## config.mk

```make
export PLATFORM = sky130hd
export DESIGN_NAME = main_clock_select_prescale
export DESIGN_NICKNAME = d
export VERILOG_FILES = /design/src/hdl/clk_ctrl_pkg.sv /design/src/hdl/main_clock_select_prescale.sv
export SDC_FILE = /design/constraint.sdc
export NUM_CORES = 1
export LEC_CHECK = 0
export BUFFER_PORTS_ARGS = -buffer_cell sky130_fd_sc_hd__buf_4
export CAP_MARGIN = 40
export CORE_UTILIZATION = 57
export CTS_BUF_LIST = sky130_fd_sc_hd__clkbuf_8
export CTS_CLUSTER_SIZE = 20
export DETAILED_ROUTE_END_ITERATION = 7
export PLACE_DENSITY = 0.83
export SETUP_SLACK_MARGIN = 0.02
export SLEW_MARGIN = 40
export SYNTH_ARGS = -nofsm -noshare
export SYNTH_HDL_FRONTEND = slang
export SYNTH_SLANG_ARGS = --single-unit
```

## constraint.sdc

```tcl
create_clock -name clk_i -period 3.9 [get_ports clk_i]
set_clock_uncertainty 0.2 [all_clocks]
set_input_delay 0.78 -clock clk_i [delete_from_list [all_inputs] [get_ports clk_i]]
set_output_delay 0.78 -clock clk_i [all_outputs]
set_load 0.03 [all_outputs]
```

## src/hdl/clk_ctrl_pkg.sv

```systemverilog
// Constants, types and helpers shared by the main clock controller
package clk_ctrl_pkg;

	// ************************************************************
	// Register indices (byte address is four times the index)
	// ************************************************************
	localparam logic [5:0] IDX_CTRL_A   = 6'h00;
	localparam logic [5:0] IDX_CTRL_B   = 6'h01;
	localparam logic [5:0] IDX_LOCK     = 6'h02;
	localparam logic [5:0] IDX_STATUS   = 6'h03;
	localparam logic [5:0] IDX_FAST_CTL = 6'h10;
	localparam logic [5:0] IDX_FAST_CLA = 6'h11;
	localparam logic [5:0] IDX_FAST_CLB = 6'h12;
	localparam logic [5:0] IDX_SLOW_CTL = 6'h18;
	localparam logic [5:0] IDX_XOSC_CTL = 6'h1c;
	localparam logic [5:0] IDX_GUARD    = 6'h20;

	// ************************************************************
	// Field positions
	// ************************************************************
	localparam int PIN_OUT_BIT   = 7;
	localparam int SRC_LSB       = 0;
	localparam int DIV_LSB       = 1;
	localparam int DIV_ON_BIT    = 0;
	localparam int FREEZE_BIT    = 0;
	localparam int EXT_ST_BIT    = 7;
	localparam int XTAL_ST_BIT   = 6;
	localparam int SLOW_ST_BIT   = 5;
	localparam int FAST_ST_BIT   = 4;
	localparam int PENDING_BIT   = 0;
	localparam int STDBY_BIT     = 1;
	localparam int ENABLE_BIT    = 0;
	localparam int XSEL_BIT      = 2;
	localparam int XSUT_LSB      = 4;
	localparam int FUSE_LOCK_BIT = 7;

	// ************************************************************
	// Reset values and key
	// ************************************************************
	localparam logic [7:0] CTRL_B_RESET = 8'h11;
	// Unlock key value is arbitrary
	localparam logic [7:0] UNLOCK_KEY   = 8'h3c;
	localparam logic [2:0] GUARD_WINDOW = 3'h4;

	// ************************************************************
	// Oscillator timing, counted in oscillator cycles
	// ************************************************************
	localparam logic [2:0]  GATE_CYCLES   = 3'h4;
	localparam logic [2:0]  EXT_CYCLES    = 3'h2;
	localparam logic [16:0] XSUT_1K       = 17'h00400;
	localparam logic [16:0] XSUT_16K      = 17'h04000;
	localparam logic [16:0] XSUT_32K      = 17'h08000;
	localparam logic [16:0] XSUT_64K      = 17'h10000;
	localparam logic [16:0] XEXT_STARTUP  = 17'h00002;

	// ************************************************************
	// Types
	// ************************************************************
	typedef enum logic [1:0] {
		SRC_FAST    = 2'b00,
		SRC_SLOW    = 2'b01,
		SRC_CRYSTAL = 2'b10,
		SRC_EXT     = 2'b11
	} src_e;

	typedef struct packed {
		logic [1:0] startup;
		logic       sel;
		logic       stdby;
		logic       enable;
	} xosc_cfg_s;

	// ************************************************************
	// Division helpers
	// ************************************************************
	function automatic logic div_code_valid(input logic [3:0] code);
		return (code <= 4'h5) || ((code >= 4'h8) && (code <= 4'hc));
	endfunction

	// Half ratio: peripheral clock toggles every this many main rising edges
	function automatic logic [5:0] div_half(input logic [3:0] code);
		logic [5:0] h;
		h = 6'h01;
		case (code)
			4'h0: h = 6'h01;
			4'h1: h = 6'h02;
			4'h2: h = 6'h04;
			4'h3: h = 6'h08;
			4'h4: h = 6'h10;
			4'h5: h = 6'h20;
			4'h8: h = 6'h03;
			4'h9: h = 6'h05;
			4'ha: h = 6'h06;
			4'hb: h = 6'h0c;
			4'hc: h = 6'h18;
			default: h = 6'h01;
		endcase
		return h;
	endfunction

endpackage

```

## src/hdl/main_clock_select_prescale.sv

```systemverilog
// Main clock source selection, prescaler, lock and status registers
//
// Functional notes
// - Clock-out bit drives system clock to pin
// - Pin silent in sleep unless peripheral uses clock
// - Two-bit field selects one of four sources
// - Division codes map to documented ratios
// - Divider off passes main clock undivided
// - Division code writable at run time
// - Control B resets to 0x11
// - Freeze bit locks control A, B; calibration only while fast source active
// - Lock register frozen until hardware reset
// - External status high once input started
// - Stable bits only when source requested
// - Pending bit while switch awaits stability
// - Standby keep-running opens gate after four cycles, two for crystal
// - Crystal start-up wait from field, two cycles for external
// - Crystal select, start-up locked while running
`timescale 1ns/100ps
`default_nettype none

module main_clock_select_prescale (
	// Clock and reset
	input  wire logic        clk_i,
	input  wire logic        rst_i,
	// Wishbone slave
	input  wire logic        wb_cyc_i,
	input  wire logic        wb_stb_i,
	input  wire logic        wb_we_i,
	input  wire logic [7:0]  wb_adr_i,
	input  wire logic [31:0] wb_dat_i,
	input  wire logic [3:0]  wb_sel_i,
	output logic      [31:0] wb_dat_o,
	output logic             wb_ack_o,
	// Oscillator sources, indexed by source code
	input  wire logic [3:0]  osc_clk_i,
	input  wire logic [3:0]  osc_ready_i,
	output logic      [3:0]  osc_enable_o,
	// System side
	input  wire logic [3:0]  periph_request_i,
	input  wire logic        sleep_i,
	input  wire logic        periph_uses_sysclk_i,
	// Factory calibration values
	input  wire logic [5:0]  fuse_trim_i,
	input  wire logic [3:0]  fuse_slope_i,
	input  wire logic        fuse_cal_lock_i,
	// Clock outputs
	output logic             main_clock_o,
	output logic             peripheral_clock_o,
	output logic             sysclk_pin_out_o,
	output logic      [1:0]  main_source_o
);

	// ************************************************************
	// Synchronisers for oscillator levels and ready flags
	// ************************************************************
	logic [3:0] clk_meta_ff;
	logic [3:0] clk_sync_ff;
	logic [3:0] clk_prev_ff;
	logic [3:0] rdy_meta_ff;
	logic [3:0] rdy_sync_ff;
	logic [3:0] osc_rise;

	always_ff @(posedge clk_i) begin
		if (rst_i) begin
			clk_meta_ff <= 4'h0;
			clk_sync_ff <= 4'h0;
			clk_prev_ff <= 4'h0;
			rdy_meta_ff <= 4'h0;
			rdy_sync_ff <= 4'h0;
		end else begin
			clk_meta_ff <= osc_clk_i;
			clk_sync_ff <= clk_meta_ff;
			clk_prev_ff <= clk_sync_ff;
			rdy_meta_ff <= osc_ready_i;
			rdy_sync_ff <= rdy_meta_ff;
		end
	end

	assign osc_rise = clk_sync_ff & ~clk_prev_ff;

	// ************************************************************
	// Register state
	// ************************************************************
	logic                        ack_ff;
	logic [31:0]                 rdata_ff;
	logic [2:0]                  guard_cnt_ff;
	logic                        pin_out_en_ff;
	clk_ctrl_pkg::src_e          target_src_ff;
	clk_ctrl_pkg::src_e          active_src_ff;
	logic [3:0]                  division_code_ff;
	logic                        divider_on_ff;
	logic                        settings_freeze_ff;
	logic                        fast_stdby_ff;
	logic                        slow_stdby_ff;
	logic [5:0]                  fast_osc_trim_ff;
	logic [3:0]                  fast_osc_temp_slope_ff;
	logic                        fuse_lock_ff;
	clk_ctrl_pkg::xosc_cfg_s     xosc_cfg_ff;
	logic [3:0]                  stable;

	logic        req;
	logic        wr;
	logic [5:0]  idx;
	logic [7:0]  wdat;
	logic        guard_open;
	logic        cal_locked;
	logic        pending;

	assign req        = wb_cyc_i & wb_stb_i & ~ack_ff;
	assign wr         = req & wb_we_i & wb_sel_i[0];
	assign idx        = wb_adr_i[7:2];
	assign wdat       = wb_dat_i[7:0];
	assign guard_open = (guard_cnt_ff != 3'h0);
	assign cal_locked = fuse_lock_ff | (settings_freeze_ff & (active_src_ff == clk_ctrl_pkg::SRC_FAST));
	assign pending    = (target_src_ff != active_src_ff);

	// ************************************************************
	// Bus handshake
	// ************************************************************
	always_ff @(posedge clk_i) begin
		if (rst_i) begin
			ack_ff <= 1'b0;
		end else begin
			ack_ff <= req;
		end
	end

	// Key opens a window of a few bus accesses, standing in for instructions
	always_ff @(posedge clk_i) begin
		if (rst_i) begin
			guard_cnt_ff <= 3'h0;
		end else if (wr && idx == clk_ctrl_pkg::IDX_GUARD && wdat == clk_ctrl_pkg::UNLOCK_KEY) begin
			guard_cnt_ff <= clk_ctrl_pkg::GUARD_WINDOW;
		end else if (req && guard_open) begin
			guard_cnt_ff <= guard_cnt_ff - 3'h1;
		end
	end

	// ************************************************************
	// Main control A and B
	// ************************************************************
	always_ff @(posedge clk_i) begin
		if (rst_i) begin
			pin_out_en_ff <= 1'b0;
			target_src_ff <= clk_ctrl_pkg::SRC_FAST;
		end else if (wr && idx == clk_ctrl_pkg::IDX_CTRL_A && guard_open && !settings_freeze_ff) begin
			pin_out_en_ff <= wdat[clk_ctrl_pkg::PIN_OUT_BIT];
			target_src_ff <= clk_ctrl_pkg::src_e'(wdat[clk_ctrl_pkg::SRC_LSB +: 2]);
		end
	end

	always_ff @(posedge clk_i) begin
		if (rst_i) begin
			divider_on_ff    <= clk_ctrl_pkg::CTRL_B_RESET[clk_ctrl_pkg::DIV_ON_BIT];
			division_code_ff <= clk_ctrl_pkg::CTRL_B_RESET[clk_ctrl_pkg::DIV_LSB +: 4];
		end else if (wr && idx == clk_ctrl_pkg::IDX_CTRL_B && guard_open && !settings_freeze_ff) begin
			divider_on_ff <= wdat[clk_ctrl_pkg::DIV_ON_BIT];
			// Reserved codes leave the running ratio in place
			if (clk_ctrl_pkg::div_code_valid(wdat[clk_ctrl_pkg::DIV_LSB +: 4])) begin
				division_code_ff <= wdat[clk_ctrl_pkg::DIV_LSB +: 4];
			end
		end
	end

	// Only a reset clears the freeze
	always_ff @(posedge clk_i) begin
		if (rst_i) begin
			settings_freeze_ff <= 1'b0;
		end else if (wr && idx == clk_ctrl_pkg::IDX_LOCK && guard_open && !settings_freeze_ff) begin
			settings_freeze_ff <= wdat[clk_ctrl_pkg::FREEZE_BIT];
		end
	end

	// ************************************************************
	// Oscillator control and calibration
	// ************************************************************
	always_ff @(posedge clk_i) begin
		if (rst_i) begin
			fast_stdby_ff <= 1'b0;
			slow_stdby_ff <= 1'b0;
		end else if (wr && guard_open) begin
			if (idx == clk_ctrl_pkg::IDX_FAST_CTL) begin
				fast_stdby_ff <= wdat[clk_ctrl_pkg::STDBY_BIT];
			end else if (idx == clk_ctrl_pkg::IDX_SLOW_CTL) begin
				slow_stdby_ff <= wdat[clk_ctrl_pkg::STDBY_BIT];
			end
		end
	end

	// Factory values come from the fuse loader on the same clock
	always_ff @(posedge clk_i) begin
		if (rst_i) begin
			fast_osc_trim_ff       <= fuse_trim_i;
			fast_osc_temp_slope_ff <= fuse_slope_i;
			fuse_lock_ff           <= fuse_cal_lock_i;
		end else if (wr && guard_open && !cal_locked) begin
			if (idx == clk_ctrl_pkg::IDX_FAST_CLA) begin
				fast_osc_trim_ff <= wdat[5:0];
			end else if (idx == clk_ctrl_pkg::IDX_FAST_CLB) begin
				fast_osc_temp_slope_ff <= wdat[3:0];
			end
		end
	end

	always_ff @(posedge clk_i) begin
		if (rst_i) begin
			xosc_cfg_ff <= '0;
		end else if (wr && idx == clk_ctrl_pkg::IDX_XOSC_CTL && guard_open) begin
			xosc_cfg_ff.stdby  <= wdat[clk_ctrl_pkg::STDBY_BIT];
			xosc_cfg_ff.enable <= wdat[clk_ctrl_pkg::ENABLE_BIT];
			if (!xosc_cfg_ff.enable && !stable[clk_ctrl_pkg::SRC_CRYSTAL]) begin
				xosc_cfg_ff.sel     <= wdat[clk_ctrl_pkg::XSEL_BIT];
				xosc_cfg_ff.startup <= wdat[clk_ctrl_pkg::XSUT_LSB +: 2];
			end
		end
	end

	// ************************************************************
	// Source request, start-up and gate counters
	// ************************************************************
	logic [3:0]  requested;
	logic [3:0]  running;
	logic [16:0] warm_cnt_ff [4];
	logic [2:0]  gate_cnt_ff [4];
	logic [16:0] warm_target [4];
	logic [2:0]  gate_target [4];

	always_comb begin
		for (int i = 0; i < 4; i++) begin
			requested[i] = (active_src_ff == i[1:0]) || (target_src_ff == i[1:0]) || periph_request_i[i];
		end
		running[clk_ctrl_pkg::SRC_FAST]    = requested[clk_ctrl_pkg::SRC_FAST] | fast_stdby_ff;
		running[clk_ctrl_pkg::SRC_SLOW]    = requested[clk_ctrl_pkg::SRC_SLOW] | slow_stdby_ff;
		running[clk_ctrl_pkg::SRC_CRYSTAL] = xosc_cfg_ff.enable
			& (requested[clk_ctrl_pkg::SRC_CRYSTAL] | xosc_cfg_ff.stdby);
		running[clk_ctrl_pkg::SRC_EXT]     = requested[clk_ctrl_pkg::SRC_EXT];
		// Fast, slow and external sources: ready flag is the whole warm-up
		warm_target[clk_ctrl_pkg::SRC_FAST] = 17'h0;
		warm_target[clk_ctrl_pkg::SRC_SLOW] = 17'h0;
		warm_target[clk_ctrl_pkg::SRC_EXT]  = 17'h0;
		case (xosc_cfg_ff.startup)
			2'h0: warm_target[clk_ctrl_pkg::SRC_CRYSTAL] = clk_ctrl_pkg::XSUT_1K;
			2'h1: warm_target[clk_ctrl_pkg::SRC_CRYSTAL] = clk_ctrl_pkg::XSUT_16K;
			2'h2: warm_target[clk_ctrl_pkg::SRC_CRYSTAL] = clk_ctrl_pkg::XSUT_32K;
			default: warm_target[clk_ctrl_pkg::SRC_CRYSTAL] = clk_ctrl_pkg::XSUT_64K;
		endcase
		if (xosc_cfg_ff.sel) begin
			warm_target[clk_ctrl_pkg::SRC_CRYSTAL] = clk_ctrl_pkg::XEXT_STARTUP;
		end
		gate_target[clk_ctrl_pkg::SRC_FAST]    = clk_ctrl_pkg::GATE_CYCLES;
		gate_target[clk_ctrl_pkg::SRC_SLOW]    = clk_ctrl_pkg::GATE_CYCLES;
		gate_target[clk_ctrl_pkg::SRC_CRYSTAL] = clk_ctrl_pkg::EXT_CYCLES;
		gate_target[clk_ctrl_pkg::SRC_EXT]     = clk_ctrl_pkg::EXT_CYCLES;
		for (int i = 0; i < 4; i++) begin
			stable[i] = requested[i] && (warm_cnt_ff[i] >= warm_target[i])
				&& (gate_cnt_ff[i] >= gate_target[i]);
		end
	end

	// Warm-up survives while the source keeps running, so standby skips it
	always_ff @(posedge clk_i) begin
		for (int i = 0; i < 4; i++) begin
			if (rst_i || !running[i] || !rdy_sync_ff[i]) begin
				warm_cnt_ff[i] <= 17'h0;
			end else if (osc_rise[i] && warm_cnt_ff[i] < warm_target[i]) begin
				warm_cnt_ff[i] <= warm_cnt_ff[i] + 17'h1;
			end
		end
	end

	always_ff @(posedge clk_i) begin
		for (int i = 0; i < 4; i++) begin
			if (rst_i || !requested[i] || warm_cnt_ff[i] < warm_target[i] || !rdy_sync_ff[i]) begin
				gate_cnt_ff[i] <= 3'h0;
			end else if (osc_rise[i] && gate_cnt_ff[i] < gate_target[i]) begin
				gate_cnt_ff[i] <= gate_cnt_ff[i] + 3'h1;
			end
		end
	end

	always_ff @(posedge clk_i) begin
		if (rst_i) begin
			osc_enable_o <= 4'h0;
		end else begin
			osc_enable_o <= running;
		end
	end

	// ************************************************************
	// Glitch-free source switch
	// ************************************************************
	// Hand over only while both clocks are low, so no pulse is cut short
	always_ff @(posedge clk_i) begin
		if (rst_i) begin
			active_src_ff <= clk_ctrl_pkg::SRC_FAST;
		end else if (pending && stable[target_src_ff]
			&& !clk_sync_ff[active_src_ff] && !clk_sync_ff[target_src_ff]) begin
			active_src_ff <= target_src_ff;
		end
	end

	// ************************************************************
	// Prescaler and clock outputs
	// ************************************************************
	logic [5:0] div_cnt_ff;
	logic       main_level;
	logic [5:0] half;

	assign main_level = clk_sync_ff[active_src_ff];
	assign half       = clk_ctrl_pkg::div_half(division_code_ff);

	always_ff @(posedge clk_i) begin
		if (rst_i) begin
			div_cnt_ff         <= 6'h0;
			peripheral_clock_o <= 1'b0;
		end else if (!divider_on_ff) begin
			div_cnt_ff         <= 6'h0;
			peripheral_clock_o <= main_level;
		end else if (osc_rise[active_src_ff]) begin
			if (div_cnt_ff + 6'h1 >= half) begin
				div_cnt_ff         <= 6'h0;
				peripheral_clock_o <= ~peripheral_clock_o;
			end else begin
				div_cnt_ff <= div_cnt_ff + 6'h1;
			end
		end
	end

	always_ff @(posedge clk_i) begin
		if (rst_i) begin
			main_clock_o     <= 1'b0;
			sysclk_pin_out_o <= 1'b0;
			main_source_o    <= 2'h0;
		end else begin
			main_clock_o     <= main_level;
			sysclk_pin_out_o <= pin_out_en_ff && (!sleep_i || periph_uses_sysclk_i) && main_level;
			main_source_o    <= active_src_ff;
		end
	end

	// ************************************************************
	// Read data
	// ************************************************************
	logic [7:0] rbyte;

	always_comb begin
		rbyte = 8'h0;
		if (idx == clk_ctrl_pkg::IDX_CTRL_A) begin
			rbyte[clk_ctrl_pkg::PIN_OUT_BIT]     = pin_out_en_ff;
			rbyte[clk_ctrl_pkg::SRC_LSB +: 2]    = target_src_ff;
		end else if (idx == clk_ctrl_pkg::IDX_CTRL_B) begin
			rbyte[clk_ctrl_pkg::DIV_LSB +: 4]    = division_code_ff;
			rbyte[clk_ctrl_pkg::DIV_ON_BIT]      = divider_on_ff;
		end else if (idx == clk_ctrl_pkg::IDX_LOCK) begin
			rbyte[clk_ctrl_pkg::FREEZE_BIT]      = settings_freeze_ff;
		end else if (idx == clk_ctrl_pkg::IDX_STATUS) begin
			rbyte[clk_ctrl_pkg::EXT_ST_BIT]      = stable[clk_ctrl_pkg::SRC_EXT];
			rbyte[clk_ctrl_pkg::XTAL_ST_BIT]     = stable[clk_ctrl_pkg::SRC_CRYSTAL];
			rbyte[clk_ctrl_pkg::SLOW_ST_BIT]     = stable[clk_ctrl_pkg::SRC_SLOW];
			rbyte[clk_ctrl_pkg::FAST_ST_BIT]     = stable[clk_ctrl_pkg::SRC_FAST];
			rbyte[clk_ctrl_pkg::PENDING_BIT]     = pending;
		end else if (idx == clk_ctrl_pkg::IDX_FAST_CTL) begin
			rbyte[clk_ctrl_pkg::STDBY_BIT]       = fast_stdby_ff;
		end else if (idx == clk_ctrl_pkg::IDX_FAST_CLA) begin
			rbyte[5:0]                           = fast_osc_trim_ff;
		end else if (idx == clk_ctrl_pkg::IDX_FAST_CLB) begin
			rbyte[clk_ctrl_pkg::FUSE_LOCK_BIT]   = fuse_lock_ff;
			rbyte[3:0]                           = fast_osc_temp_slope_ff;
		end else if (idx == clk_ctrl_pkg::IDX_SLOW_CTL) begin
			rbyte[clk_ctrl_pkg::STDBY_BIT]       = slow_stdby_ff;
		end else if (idx == clk_ctrl_pkg::IDX_XOSC_CTL) begin
			rbyte[clk_ctrl_pkg::XSUT_LSB +: 2]   = xosc_cfg_ff.startup;
			rbyte[clk_ctrl_pkg::XSEL_BIT]        = xosc_cfg_ff.sel;
			rbyte[clk_ctrl_pkg::STDBY_BIT]       = xosc_cfg_ff.stdby;
			rbyte[clk_ctrl_pkg::ENABLE_BIT]      = xosc_cfg_ff.enable;
		end else if (idx == clk_ctrl_pkg::IDX_GUARD) begin
			rbyte[2:0]                           = guard_cnt_ff;
		end
	end

	always_ff @(posedge clk_i) begin
		if (rst_i) begin
			rdata_ff <= 32'h0;
		end else if (req && !wb_we_i) begin
			rdata_ff <= {24'h0, rbyte};
		end else begin
			rdata_ff <= 32'h0;
		end
	end

	assign wb_ack_o = ack_ff;
	assign wb_dat_o = rdata_ff;

endmodule

`default_nettype wire

```

==> impl_metrics.tcl <==
set metrics [dict create \
    diodes 0 \
    start_kind "flip-flop" \
    grt_pass1_wl_mm 20.3 \
    cts_num_sinks 111 \
    tightestPinTransition_ns 0.728 \
    cts_inserted_buffers 9 \
    portBuffers 62 \
    dpl.hpwl_mm 9.35 \
    ys_ff_latch 111 \
    max_cap_viol_count 0 \
    crit_top_cell "nand2_1" \
    clockBufferDepth 2 \
    worst-setup-path-type "reg2reg" \
    slew_headroom_pct 51.3 \
    path_delay_family "simple AND/OR/NAND/NOR gates" \
    utilization_pct 67.1 \
    hp-class "reg2reg" \
    grt_usage_pct 25.8 \
    fin_tns_setup_ns 0 \
    clock_latency_ns 0.40 \
    whs_ns 0.253 \
    syn_area_um2 5620 \
    place.gp.congestion 0.960 \
    final-setup-viol-count 0 \
    synth_edf_count 40 \
    pwr-share-seq_pct 58.5 \
    die_y_um 101 \
    leakage_nw 2.57 \
    clkSlewWorstSetupHoldPaths_ns 0.12 \
    hold_buffers 0 \
    power_frac_clock_pct 33.2 \
    grt_pass1_vias 4245 \
    overflow 0 \
    worstPathArrival_ns 2.79 \
    drv_slew 0 \
    end_kind "flip-flop" \
    timing.final.ws_setup_ns 0.947 \
    ir_worst_vdd_v 0.000269 \
    cts_tree "yes" \
    antenna_left 0 \
    antenna_found_initial 0 \
    place_ws_ns 0.724 \
    swShare_pct 26.8 \
    power.switching_w 0.000565 \
    ys_types 60 \
    status "completed" \
    drc 0 \
    syn_area_per_cell_um2 9.41 \
    core_area_um2 9420 \
    crit_slowest_cell "nand2_1" \
    fmax_mhz 339 \
    drt-initial-drc-count 269 \
    ys.flop_type "dfxtp_1" \
    dr.pass1.iters 5 \
    async_reset_ff_share_pct 0 \
    fill_cells 761 \
    worst-path-buf-inv 1 \
    ctsHtreeMaxLevel 3 \
    nNetsFinal 746 \
    initial_core_util_pct 59.7 \
    vias 4393 \
    max_stage_delay_ns 0.55 \
    grt_max_degree 43 \
    viasPerCell 5.58 \
    powerDensity_nw_per_um2 334 \
    min_period_ns 2.95 \
    wl_mm 12.3 \
    cp_cell_sequence "or3_1 > ha_1 > nor2_1 > a21oi_1 > a221oi_1 > buf_4 > nand2_1 > nand2_1" \
    rsz0062_at_grt "no" \
    combPwrFrac_pct 8.3 \
    num_rows 35 \
    die_area_um2 10300 \
    synthCells 597 \
    area_growth_pct 12.4 \
    ys_seq_area_share_pct 46.7 \
    finalHoldViolations 0 \
    p_int_w 0.00154 \
    post-route-period-util_pct 75.7 \
    die_w_um 101 \
    ios 116 \
    cts_setup_buffers 0 \
    cp_max_fo 17 \
    cts-resized-gates 0 \
    yosysWarnings 0 \
    wire_per_inst_um 15.6 \
    cts_root_buf "clkbuf_8" \
    drive_above_1_share_pct 15.0 \
    critPathRequiredTime_ns 3.73 \
]
cell usage in the layout (no fill, tap or decap), types with 7 or more instances in the layout:
cell type,instances
inv_1,21
dfxtp_1,71
nand3_1,26
conb_1,24
mux2i_1,8
or3_1,7
buf_4,67
nor3_1,15
o21ai_0,12
edfxtp_1,40
clkbuf_8,9
nor2b_1,36
ha_1,19
and3_1,15
xnor2_1,15
nand2b_1,17
nor2_1,72
a21oi_1,22
nand2_1,57
xor2_1,14
Yosys cell counts, types with 7 or more instances:
cell type,number,area (um^2)
nand2_1,57,214
nand3_1,26,130
ha_1,19,238
nor3_1,15,75.1
clkbuf_1,17,63.8
or3_1,7,43.8
edfxtp_1,40,1200
mux2i_1,8,80.1
a21oi_1,22,110
dfxtp_1,71,1420
nor2b_1,36,225
and3_1,15,93.8
xnor2_1,15,131
inv_1,21,78.8
nor2_1,72,270
o21ai_0,12,60.1
buf_4,24,180
xor2_1,14,123
nand2b_1,17,106
final cells by class:
cell class / count / area (um^2) / area share (%)
timing repair buffer: 67 / 503 / 7.97
multi-input combinational: 443 / 2740 / 43.5
clock buffer: 9 / 124 / 1.96
tap: 129 / 161 / 2.56
sequential: 111 / 2620 / 41.5
inverter: 21 / 78.8 / 1.25
clock inverter: 7 / 81.3 / 1.29
path summary, 6_finish.rpt:
path,end,start,slack (ns),cells past startpoint
max,warm_cnt_ff[2][15]$_SDFFCE_PN0P_,xosc_cfg_ff[2]$_SDFFE_PP0P_,0.95,8
min,rdy_sync_ff[1]$_SDFF_PP0_,rdy_meta_ff[1]$_SDFF_PP0_,0.25,1
max reg2reg,warm_cnt_ff[2][15]$_SDFFCE_PN0P_,xosc_cfg_ff[2]$_SDFFE_PP0P_,0.95,8
min reg2reg,rdy_sync_ff[1]$_SDFF_PP0_,rdy_meta_ff[1]$_SDFF_PP0_,0.25,1
stage by stage:
stage	power (W)	instance area (um^2)	instances
6_report	0.00211	6310	787
5_1_grt	0.00218	6310	787
4_1_cts	0.00211	6310	787
3_5_place_dp	0.00143	6110	771
3_3_place_gp	0.00143	6110	771
2_1_floorplan	0.00138	5710	620
registers in the layout (all words and copies together), names as in the netlist, 5 cells and up:
| signal | flops |
|---|---|
| warm_cnt_ff | 17 |
| gate_cnt_ff | 12 |
| wb_dat_o | 8 |
| div_cnt_ff | 6 |
| fast_osc_trim_ff | 6 |
| half | 6 |
| xosc_cfg_ff | 5 |
layer usage:
metal	track usage [%]	share of wire, %	vias up
met5	0	0	-
met2	42.4	49	143
met3	4.62	5.6	17
met4	9.03	1.7	0
li1	-	-	2148
met1	34.3	44	2085
power groups by stage:
| stage | Sequential [W] | Clock (W) | Combinational, W |
|---|---|---|---|
| floorplan | 0.00126 | 0 | 0.000121 |
| global placement | 0.00126 | 0 | 0.000172 |
| detailed placement | 0.00126 | 0 | 0.000175 |
| CTS | 0.00123 | 0.000702 | 0.000175 |
| global route | 0.00123 | 0.000751 | 0.000191 |
| finish | 0.00123 | 0.000699 | 0.000176 |
cells by family after synthesis:
group	count (synthesis)	synth area share, %
flops	111	46.7
buf+inv	66	6.06
fa+ha+maj	19	4.23
compound gates	73	8.57
xor+xnor	29	4.52
other cells	1	0.0667
mux	16	3.83
simple gates	282	26.1
Power figures use the tool's default switching activity.
